## src/verilog/pcc_pkg.sv

```systemverilog
package pcc_pkg;
  localparam int ADDR_W = 4;
  localparam logic [ADDR_W-1:0] OFS_CTRL = 4'h0;
  localparam logic [ADDR_W-1:0] OFS_MODE = 4'h1;
  localparam logic [ADDR_W-1:0] OFS_CNT = 4'h2;
  localparam logic [ADDR_W-1:0] OFS_STAT = 4'h3;
  localparam logic [ADDR_W-1:0] OFS_MASK = 4'h4;
  localparam logic [ADDR_W-1:0] OFS_CCAP = 4'h5;
  localparam logic [ADDR_W-1:0] OFS_KICK = 4'h6;
  localparam logic [ADDR_W-1:0] OFS_MSEL = 4'h7;

  localparam logic [3:0] DIV_SYS12 = 4'hb;
  localparam logic [3:0] DIV_SYS4 = 4'h3;
  localparam logic [3:0] DIV_EXT8 = 4'h7;
  localparam logic [15:0] CNT_MAX = 16'hffff;
  localparam logic [15:0] CNT_ZERO = 16'h0000;

  localparam int NMOD = 6;
  localparam int WD_MOD = 5;
  localparam logic [15:0] WD_LIMIT_RST = 16'hffff;
  localparam logic [31:0] KICK_KEY = 32'h000000a5;

  typedef enum logic [2:0] {
    SRC_SYS12, SRC_SYS4, SRC_T0OVF, SRC_EXTCNT, SRC_SYS, SRC_EXT8
  } pcc_src_t;

  typedef enum logic [2:0] {
    MD_OFF, MD_CAPTURE, MD_SWTIMER, MD_HSOUT, MD_PWM8, MD_PWM16, MD_FREQ,
    MD_WATCHDOG
  } pcc_mode_t;

  typedef struct packed {
    logic       run;
    pcc_src_t   src;
  } pcc_ctrl_t;

  typedef struct packed {
    logic       t0Ovf;
    logic       extCount;
    logic       extOsc;
  } pcc_tick_in_t;
endpackage

```

## src/verilog/pcc_tick_gen.sv

```systemverilog
module pcc_tick_gen (
  input  wire logic                  mclk,
  input  wire logic                  arst_n,
  input  wire logic                  ce,
  input  wire pcc_pkg::pcc_src_t     src,
  input  wire pcc_pkg::pcc_tick_in_t tin,
  output logic                       tick
);
  pcc_pkg::pcc_src_t src_r;
  logic [3:0] div_r, div_nxt, div;
  logic [2:0] hist_r, hist_nxt;
  logic [2:0] rise;
  logic       tick_nxt;

  always_comb begin
    hist_nxt = {tin.t0Ovf, tin.extCount, tin.extOsc};
    rise = hist_nxt & ~hist_r;
    // A source change restarts the divider so no early tick follows.
    div = (src == src_r) ? div_r : 4'h0;
    div_nxt = div;
    tick_nxt = 1'b0;
    case (src)
      pcc_pkg::SRC_SYS12: begin
        tick_nxt = (div == pcc_pkg::DIV_SYS12);
        div_nxt = tick_nxt ? 4'h0 : div + 4'h1;
      end
      pcc_pkg::SRC_SYS4: begin
        tick_nxt = (div >= pcc_pkg::DIV_SYS4);
        div_nxt = tick_nxt ? 4'h0 : div + 4'h1;
      end
      pcc_pkg::SRC_T0OVF: tick_nxt = rise[2];
      pcc_pkg::SRC_EXTCNT: tick_nxt = rise[1];
      pcc_pkg::SRC_SYS: tick_nxt = 1'b1;
      pcc_pkg::SRC_EXT8: begin
        if (rise[0]) begin
          tick_nxt = (div >= pcc_pkg::DIV_EXT8);
          div_nxt = tick_nxt ? 4'h0 : div + 4'h1;
        end
      end
      default: tick_nxt = 1'b0;
    endcase
  end

  always_ff @(posedge mclk or negedge arst_n) begin
    if (!arst_n) begin
      src_r <= pcc_pkg::SRC_SYS12;
      div_r <= 4'h0;
      hist_r <= 3'h0;
      tick <= 1'b0;
    end else if (ce) begin
      src_r <= src;
      div_r <= div_nxt;
      hist_r <= hist_nxt;
      tick <= tick_nxt;
    end
  end
endmodule

```

## src/verilog/pcc_module.sv

```systemverilog
module pcc_module #(
  parameter logic [2:0] RST_MODE = 3'h0
) (
  input  wire logic                mclk,
  input  wire logic                arst_n,
  input  wire logic                ce,
  input  wire logic                tick,
  input  wire logic [15:0]         cnt,
  input  wire logic                capIn,
  input  wire logic                modeWe,
  input  wire pcc_pkg::pcc_mode_t  modeIn,
  input  wire logic                capWe,
  input  wire logic [15:0]         capWr,
  output pcc_pkg::pcc_mode_t       mode,
  output logic [15:0]              capVal,
  output logic                     pinOut,
  output logic                     event_
);
  pcc_pkg::pcc_mode_t mode_nxt;
  logic [15:0] cap_nxt;
  logic        capIn_r, pin_nxt, ev_nxt;
  logic [7:0]  fcnt_r, fcnt_nxt;

  always_comb begin
    mode_nxt = modeWe ? modeIn : mode;
    cap_nxt = capWe ? capWr : capVal;
    pin_nxt = pinOut;
    ev_nxt = 1'b0;
    fcnt_nxt = fcnt_r;
    case (mode)
      pcc_pkg::MD_CAPTURE: begin
        if (capIn && !capIn_r) begin
          cap_nxt = cnt;
          ev_nxt = 1'b1;
        end
      end
      pcc_pkg::MD_SWTIMER: ev_nxt = tick && (cnt == capVal);
      pcc_pkg::MD_HSOUT: begin
        if (tick && cnt == capVal) begin
          ev_nxt = 1'b1;
          pin_nxt = ~pinOut;
        end
      end
      pcc_pkg::MD_PWM8: pin_nxt = (cnt[7:0] >= capVal[15:8]);
      pcc_pkg::MD_PWM16: pin_nxt = (cnt >= capVal);
      pcc_pkg::MD_FREQ: begin
        if (tick) begin
          fcnt_nxt = fcnt_r + 8'h01;
          if (fcnt_nxt == capVal[15:8]) begin
            fcnt_nxt = 8'h00;
            pin_nxt = ~pinOut;
          end
        end
      end
      pcc_pkg::MD_WATCHDOG: ev_nxt = tick && (cnt == capVal);
      default: pin_nxt = 1'b0;
    endcase
  end

  always_ff @(posedge mclk or negedge arst_n) begin
    if (!arst_n) begin
      mode <= pcc_pkg::pcc_mode_t'(RST_MODE);
      capVal <= pcc_pkg::WD_LIMIT_RST;
      capIn_r <= 1'b0;
      pinOut <= 1'b0;
      event_ <= 1'b0;
      fcnt_r <= 8'h00;
    end else if (ce) begin
      mode <= mode_nxt;
      capVal <= cap_nxt;
      capIn_r <= capIn;
      pinOut <= pin_nxt;
      event_ <= ev_nxt;
      fcnt_r <= fcnt_nxt;
    end
  end
endmodule

```

## src/verilog/pcc_top.sv

```systemverilog
// Operation
// Dedicated sixteen bit shared time base counter.
// Six selectable time base clock sources.
// Each module runs one of six modes.
// Module five also offers watchdog function.
// Reset starts module five as enabled watchdog.
// Module pins and count input reach crossbar.
// External oscillator source counts independently; here its edges are sampled on mclk and divided by eight.
// Wrap sets overflow flag, may interrupt.
module pcc_top #(
  parameter int NMOD = pcc_pkg::NMOD
) (
  input  wire logic                  mclk,
  input  wire logic                  arst_n,
  input  wire logic                  ce,
  input  wire logic                  wb_cyc_i,
  input  wire logic                  wb_stb_i,
  input  wire logic                  wb_we_i,
  input  wire logic [3:0]            wb_adr_i,
  input  wire logic [31:0]           wb_dat_i,
  input  wire logic [3:0]            wb_sel_i,
  output logic [31:0]                wb_dat_o,
  output logic                       wb_ack_o,
  input  wire logic                  t0Ovf,
  input  wire logic                  externalCountInput,
  input  wire logic                  extOscClk,
  input  wire logic [NMOD-1:0]       capPin,
  output logic [NMOD-1:0]            cmpPin,
  output logic                       irq,
  output logic                       watchdogReset
);
  pcc_pkg::pcc_ctrl_t     ctrl_r, ctrl_nxt;
  logic [15:0]            cnt_r, cnt_nxt;
  logic [NMOD:0]          stat_r, stat_nxt;
  logic [NMOD:0]          mask_r, mask_nxt;
  logic [2:0]             msel_r, msel_nxt;
  logic [31:0]            rd_nxt;
  logic                   ack_nxt, irq_nxt, wdr_nxt;
  logic                   tick, acc, wr, wrLo, wrHi, cntTick;
  logic                   ovf;
  pcc_pkg::pcc_tick_in_t  tin;
  pcc_pkg::pcc_mode_t     modeArr [NMOD];
  logic [15:0]            capArr  [NMOD];
  logic [NMOD-1:0]        pinArr, evArr, modeWe, capWe;
  pcc_pkg::pcc_mode_t     modeIn;
  logic [15:0]            capWr;

  function automatic logic hit(input logic [3:0] a, input logic [3:0] o);
    hit = (a == o);
  endfunction

  assign tin = '{t0Ovf: t0Ovf, extCount: externalCountInput,
                 extOsc: extOscClk};
  assign acc = wb_cyc_i && wb_stb_i && !wb_ack_o;
  assign wr = acc && wb_we_i;
  assign wrLo = wr && wb_sel_i[0];
  assign wrHi = wr && wb_sel_i[1];
  // Modules see ticks only while the counter runs, so a match on a stopped counter never fires.
  assign cntTick = tick && ctrl_r.run;

  pcc_tick_gen u_tick (
    .mclk   (mclk),
    .arst_n (arst_n),
    .ce     (ce),
    .src    (ctrl_r.src),
    .tin    (tin),
    .tick   (tick)
  );

  always_comb begin
    modeIn = pcc_pkg::pcc_mode_t'(wb_dat_i[2:0]);
    capWr = {wrHi ? wb_dat_i[15:8] : capArr[msel_r][15:8],
             wrLo ? wb_dat_i[7:0] : capArr[msel_r][7:0]};
    for (int i = 0; i < NMOD; i++) begin
      modeWe[i] = wrLo && hit(wb_adr_i, pcc_pkg::OFS_MODE)
                  && (msel_r == 3'(i))
                  && (modeIn != pcc_pkg::MD_WATCHDOG
                      || i == pcc_pkg::WD_MOD);
      capWe[i] = (wrLo || wrHi) && hit(wb_adr_i, pcc_pkg::OFS_CCAP)
                 && (msel_r == 3'(i));
    end
  end

  for (genvar g = 0; g < NMOD; g++) begin : g_mod
    pcc_module #(
      .RST_MODE ((g == pcc_pkg::WD_MOD) ? 3'(pcc_pkg::MD_WATCHDOG)
                                        : 3'(pcc_pkg::MD_OFF))
    ) u_mod (
      .mclk   (mclk),
      .arst_n (arst_n),
      .ce     (ce),
      .tick   (cntTick),
      .cnt    (cnt_r),
      .capIn  (capPin[g]),
      .modeWe (modeWe[g]),
      .modeIn (modeIn),
      .capWe  (capWe[g]),
      .capWr  (capWr),
      .mode   (modeArr[g]),
      .capVal (capArr[g]),
      .pinOut (pinArr[g]),
      .event_ (evArr[g])
    );
  end

  always_comb begin
    ctrl_nxt = ctrl_r;
    cnt_nxt = cnt_r;
    msel_nxt = msel_r;
    mask_nxt = mask_r;
    ovf = 1'b0;
    if (ctrl_r.run && tick) begin
      cnt_nxt = cnt_r + 16'h0001;
      ovf = (cnt_r == pcc_pkg::CNT_MAX);
    end
    if (hit(wb_adr_i, pcc_pkg::OFS_KICK) && wr
        && wb_dat_i == pcc_pkg::KICK_KEY) begin
      cnt_nxt = pcc_pkg::CNT_ZERO;
    end
    if (wrLo && hit(wb_adr_i, pcc_pkg::OFS_CTRL)) begin
      ctrl_nxt.run = wb_dat_i[3];
      ctrl_nxt.src = (wb_dat_i[2:0] > 3'(pcc_pkg::SRC_EXT8))
                     ? ctrl_r.src : pcc_pkg::pcc_src_t'(wb_dat_i[2:0]);
    end
    if (hit(wb_adr_i, pcc_pkg::OFS_CNT)) begin
      if (wrLo) cnt_nxt[7:0] = wb_dat_i[7:0];
      if (wrHi) cnt_nxt[15:8] = wb_dat_i[15:8];
    end
    if (wrLo && hit(wb_adr_i, pcc_pkg::OFS_MSEL)) begin
      msel_nxt = (wb_dat_i[2:0] < 3'(NMOD)) ? wb_dat_i[2:0] : msel_r;
    end
    if (wrLo && hit(wb_adr_i, pcc_pkg::OFS_MASK)) begin
      mask_nxt = wb_dat_i[NMOD:0];
    end
    stat_nxt = stat_r;
    if (wrLo && hit(wb_adr_i, pcc_pkg::OFS_STAT)) begin
      stat_nxt = stat_r & ~wb_dat_i[NMOD:0];
    end
    stat_nxt = stat_nxt | {ovf, evArr};
    irq_nxt = |(stat_nxt & mask_nxt);
    wdr_nxt = evArr[pcc_pkg::WD_MOD]
              && modeArr[pcc_pkg::WD_MOD] == pcc_pkg::MD_WATCHDOG;
    ack_nxt = acc;
    rd_nxt = 32'h0;
    if (acc && !wb_we_i) begin
      case (wb_adr_i)
        pcc_pkg::OFS_CTRL: rd_nxt = {28'h0, ctrl_r.run, ctrl_r.src};
        pcc_pkg::OFS_MODE: rd_nxt = {29'h0, modeArr[msel_r]};
        pcc_pkg::OFS_CNT: rd_nxt = {16'h0, cnt_r};
        pcc_pkg::OFS_STAT: rd_nxt = 32'(stat_r);
        pcc_pkg::OFS_MASK: rd_nxt = 32'(mask_r);
        pcc_pkg::OFS_CCAP: rd_nxt = {16'h0, capArr[msel_r]};
        pcc_pkg::OFS_MSEL: rd_nxt = {29'h0, msel_r};
        default: rd_nxt = 32'h0;
      endcase
    end
  end

  always_ff @(posedge mclk or negedge arst_n) begin
    if (!arst_n) begin
      ctrl_r <= '{run: 1'b1, src: pcc_pkg::SRC_SYS12};
      cnt_r <= pcc_pkg::CNT_ZERO;
      stat_r <= '0;
      mask_r <= '0;
      msel_r <= 3'h0;
      wb_dat_o <= 32'h0;
      wb_ack_o <= 1'b0;
      irq <= 1'b0;
      watchdogReset <= 1'b0;
      cmpPin <= '0;
    end else if (ce) begin
      ctrl_r <= ctrl_nxt;
      cnt_r <= cnt_nxt;
      stat_r <= stat_nxt;
      mask_r <= mask_nxt;
      msel_r <= msel_nxt;
      wb_dat_o <= rd_nxt;
      wb_ack_o <= ack_nxt;
      irq <= irq_nxt;
      watchdogReset <= wdr_nxt;
      cmpPin <= pinArr;
    end
  end
endmodule

```

## config.mk

```make
export PLATFORM = sky130hd
export DESIGN_NAME = pcc_top
export DESIGN_NICKNAME = d
export VERILOG_FILES = /design/src/verilog/pcc_pkg.sv /design/src/verilog/pcc_tick_gen.sv /design/src/verilog/pcc_module.sv /design/src/verilog/pcc_top.sv
export SDC_FILE = /design/constraint.sdc
export NUM_CORES = 1
export LEC_CHECK = 0
export BUFFER_PORTS_ARGS = -buffer_cell sky130_fd_sc_hd__buf_2
export CORE_ASPECT_RATIO = 1.25
export CORE_UTILIZATION = 45
export DETAILED_ROUTE_END_ITERATION = 8
export PLACE_DENSITY_LB_ADDON = 0.2
export SLEW_MARGIN = 10
export SYNTH_ARGS = -nofsm -noshare
export SYNTH_HDL_FRONTEND = slang
export SYNTH_SLANG_ARGS = --single-unit
export TNS_END_PERCENT = 30
```

## constraint.sdc

```tcl
create_clock -name mclk -period 3.3 [get_ports mclk]
set_clock_uncertainty 0.2 [all_clocks]
set_input_delay 0.33 -clock mclk [delete_from_list [all_inputs] [get_ports mclk]]
set_output_delay 0.33 -clock mclk [all_outputs]
set_load 0.05 [all_outputs]
```

==> flow_metrics.env <==
export IMPL_start_util=0.455
export IMPL_die_area_mm2=0.0413
export IMPL_worstPathBufferInverterCount=0
export IMPL_postCtsSetupRepairBufs=0
export IMPL_async_flop_share=1.00
export IMPL_hold_viol_final=0
export IMPL_clk_path_buf_depth=3
export IMPL_status="completed"
export IMPL_final_util=0.521
export IMPL_final_min_clock_period_ns=3.06
export IMPL_synth_top_family_by_area="compound AO/OA/AOI/OAI gates"
export IMPL_r2r_end="g_mod[0].u_mod.pinOut"
export IMPL_tightest_slew_ns=1.14
export IMPL_ys_seq_area_frac=0.354
export IMPL_final_common_cell="nand2_1"
export IMPL_pin_count=96
export IMPL_whs_endpoint="cnt_r[15]"
export IMPL_critPathSlowestCell="a2111oi_4"
export IMPL_rr_startpoint="g_mod[0].u_mod.fcnt_r[0]"
export IMPL_grt_start_max_net_pins=69
export IMPL_hold_slack_ns=0.0253
export IMPL_drt_total_wl_um=62600
export IMPL_die_w_um=182
export IMPL_syn_cell_area_mm2=0.0182
export IMPL_slew_limit_headroom=0.230
export IMPL_crit_type="flop to flop"
export IMPL_r2r_setup_slack_ns=0.24
export IMPL_dp_hpwl_um=46700
export IMPL_slowest_delay_ns=0.72
export IMPL_hold_path_depth=3
export IMPL_synth_cell_types=89
export IMPL_drv_slew=0
export IMPL_via_per_inst=6.30
export IMPL_synth_compound_area_frac=0.214
export IMPL_grt_usage=0.305
export IMPL_r2r_cells=7
export IMPL_final_area_mm2=0.0208
export IMPL_finalSetupViolations=0
export IMPL_drc=0
export IMPL_hp_start="wb_dat_i[15]"
export IMPL_n_antenna_cell=0
export IMPL_cp_top_family="compound AO/OA/AOI/OAI gates"
export IMPL_fp_dieH_um=227
export IMPL_ant_nets=0
export IMPL_crit_fanout=9
export IMPL_crit_path_end_kind="flop"
export IMPL_required_ns=3.58
export IMPL_crit_path_start_kind="flop"
export IMPL_dr_pass1_iters=6
export IMPL_ys_warn_count=0
export IMPL_muxShareOfSynthArea=0.0796
export IMPL_drive_gt1_frac=0.194
export IMPL_post_route_period_util=0.926
export IMPL_gp_congestion=0.956
export IMPL_placed_area_mm2=0.0195
export IMPL_antenna_found_initial=0
export IMPL_synth_edf_count=0
export IMPL_fin_nets=2357
export IMPL_core_mm2=0.0400
export IMPL_synth_xor_xnor_area_share=0.0298
export IMPL_maxCapViolCount=0
export IMPL_tns_ns=0
export IMPL_arrival_ns=3.34
export IMPL_clk_pin_slew_worst_paths_ns=0.06
export IMPL_path_cells="ha_1 -> and3_4 -> nand3_1 -> or4b_4 -> a2111oi_4 -> o21ai_2 -> mux2_4"
export IMPL_num_vias=16900
export IMPL_synth_area_per_cell_um2=9.01
export IMPL_synth_cells=2021
export IMPL_clock_fmax_mhz=327
export IMPL_p_leak_nw=8.40
export IMPL_clkLatencyLatePin_ns=0.60
export IMPL_clockRootBuffer="clkbuf_16"
export IMPL_final_cell_mix="204 x nand2_1, 157 x a21oi_1, 152 x ha_1, 152 x dfrtp_1, 138 x o21ai_0"
export IMPL_powerDensity_mw_per_mm2=392
export IMPL_htree_levels=1
export IMPL_grt_pass1_wl_um=95900
export IMPL_synth_seq_cells=253
export IMPL_grt_pass1_vias=16400
export IMPL_hold_path_class="input port to flop"
export IMPL_num_rows=82
export IMPL_syn2layout_area_growth_pct=14.4
export IMPL_cts_sinks=253
export IMPL_ir_worst_vdd_mv=0.335
export IMPL_wl_per_cell_um=23.4
export IMPL_drt_initial_drc_count=1557
export IMPL_synthFlopType="dfrtp_1"
export IMPL_rsz0062_at_grt="false"
export IMPL_portBuffers=77
export IMPL_synth_simple_area_share=0.164
export IMPL_cts_tree="built"
export IMPL_synthAdderAreaFrac=0.104
export IMPL_overflow=0
export IMPL_numCtsBuffers=30
-- cell usage after synthesis, drive strengths merged, types with 23 or more instances --
library cell / count / share of area
nand2: 204 / 0.042
a21oi: 158 / 0.044
dfrtp: 153 / 0.21
ha: 152 / 0.10
o21ai: 144 / 0.040
inv: 119 / 0.025
dfstp: 100 / 0.14
nor2: 100 / 0.021
o22ai: 81 / 0.028
clkbuf: 70 / 0.014
nand3: 64 / 0.018
mux2: 54 / 0.034
buf: 47 / 0.015
xnor2: 42 / 0.020
mux2i: 41 / 0.023
o211ai: 41 / 0.017
nand2b: 38 / 0.013
nor3: 36 / 0.011
nand4: 35 / 0.012
nor2b: 23 / 0.0079
-- area by class of cell --
type                    count  area [um2]
clock buffers              44         873
clock inverters            12         160
fillers                  3751       19200
inverters                 119         447
multi-input cells        1547       10800
flip-flops and latches    253        6460
well taps                 504         631
repair buffers            199        1440
-- kinds of logic after synthesis --
group	count (synthesis)
AOI/OAI and AO/OA	611
and+or+nand+nor	592
DFF	253
buffers and inverters	236
adders and majority gates	152
muxes	114
xor gates and xnor gates	62
other	1
-- metal layers --
layer | wire length [um] | up-vias | track usage
met5 | 0 | - | 0
met4 | 3890 | 0 | 0.181
met3 | 4010 | 189 | 0.0308
met2 | 29700 | 731 | 0.514
met1 | 25000 | 8231 | 0.380
li1 | - | 7715 | -
-- where the power goes --
group	internal (W)	switching [W]	leakage [nW]
clock network	0.00207	0.00144	0.506
logic	0.000500	0.000847	4.85
registers	0.00320	0.000110	3.04
-- worst min-delay path, cell delays in order --
cell     delay, ns
buf_2         0.16
a32oi_1       0.16
o21ai_0       0.11
-- flip-flops by register name, indices dropped and copies added (netlist names), 3 cells and up --
signal and count:
g_mod.u_mod.capVal 96, g_mod.u_mod.fcnt_r 48, g_mod.u_mod.mode 18, cnt_r 16, wb_dat_o 16, mask_r 7, stat_r 7, cmpPin 6
g_mod.u_mod.capIn_r 6, g_mod.u_mod.event_ 6, g_mod.u_mod.pinOut 6, ctrl_r 4, u_tick.div_r 4, msel_r 3, u_tick.hist_r 3, u_tick.src_r 3
-- stage by stage --
stage               cells  total power [W]  worst slack, ns
floorplan            2036          0.00411            0.514
global placement     2597          0.00463            0.269
detailed placement   2597          0.00466            0.252
CTS                  2678          0.00820            0.246
global route         2678          0.00848            0.134
finish               2678          0.00817            0.243
-- worst max path at each step --
stage | end | depth (start not counted) | start
after global routing | g_mod[1].u_mod.pinOut | 8 | g_mod[1].u_mod.capVal[14]
final | g_mod[0].u_mod.pinOut | 7 | g_mod[0].u_mod.fcnt_r[0]
after CTS | g_mod[0].u_mod.pinOut | 7 | g_mod[0].u_mod.fcnt_r[0]
after global placement | g_mod[1].u_mod.pinOut | 8 | g_mod[1].u_mod.capVal[14]
after floorplan | u_tick.tick | 10 | ctrl_r[2]
after detailed placement | g_mod[0].u_mod.pinOut | 7 | g_mod[0].u_mod.fcnt_r[0]
-- what timing repair did --
| action | 4_1_cts | 5_1_grt |
|---|---|---|
| endpoints found under the hold margin | 205 | 0 |
| hold buffers | 25 | 0 |
| endpoints found under the setup margin | 0 | 0 |
| gates resized for setup | 0 | 0 |
(Power assumes the default switching activity.)
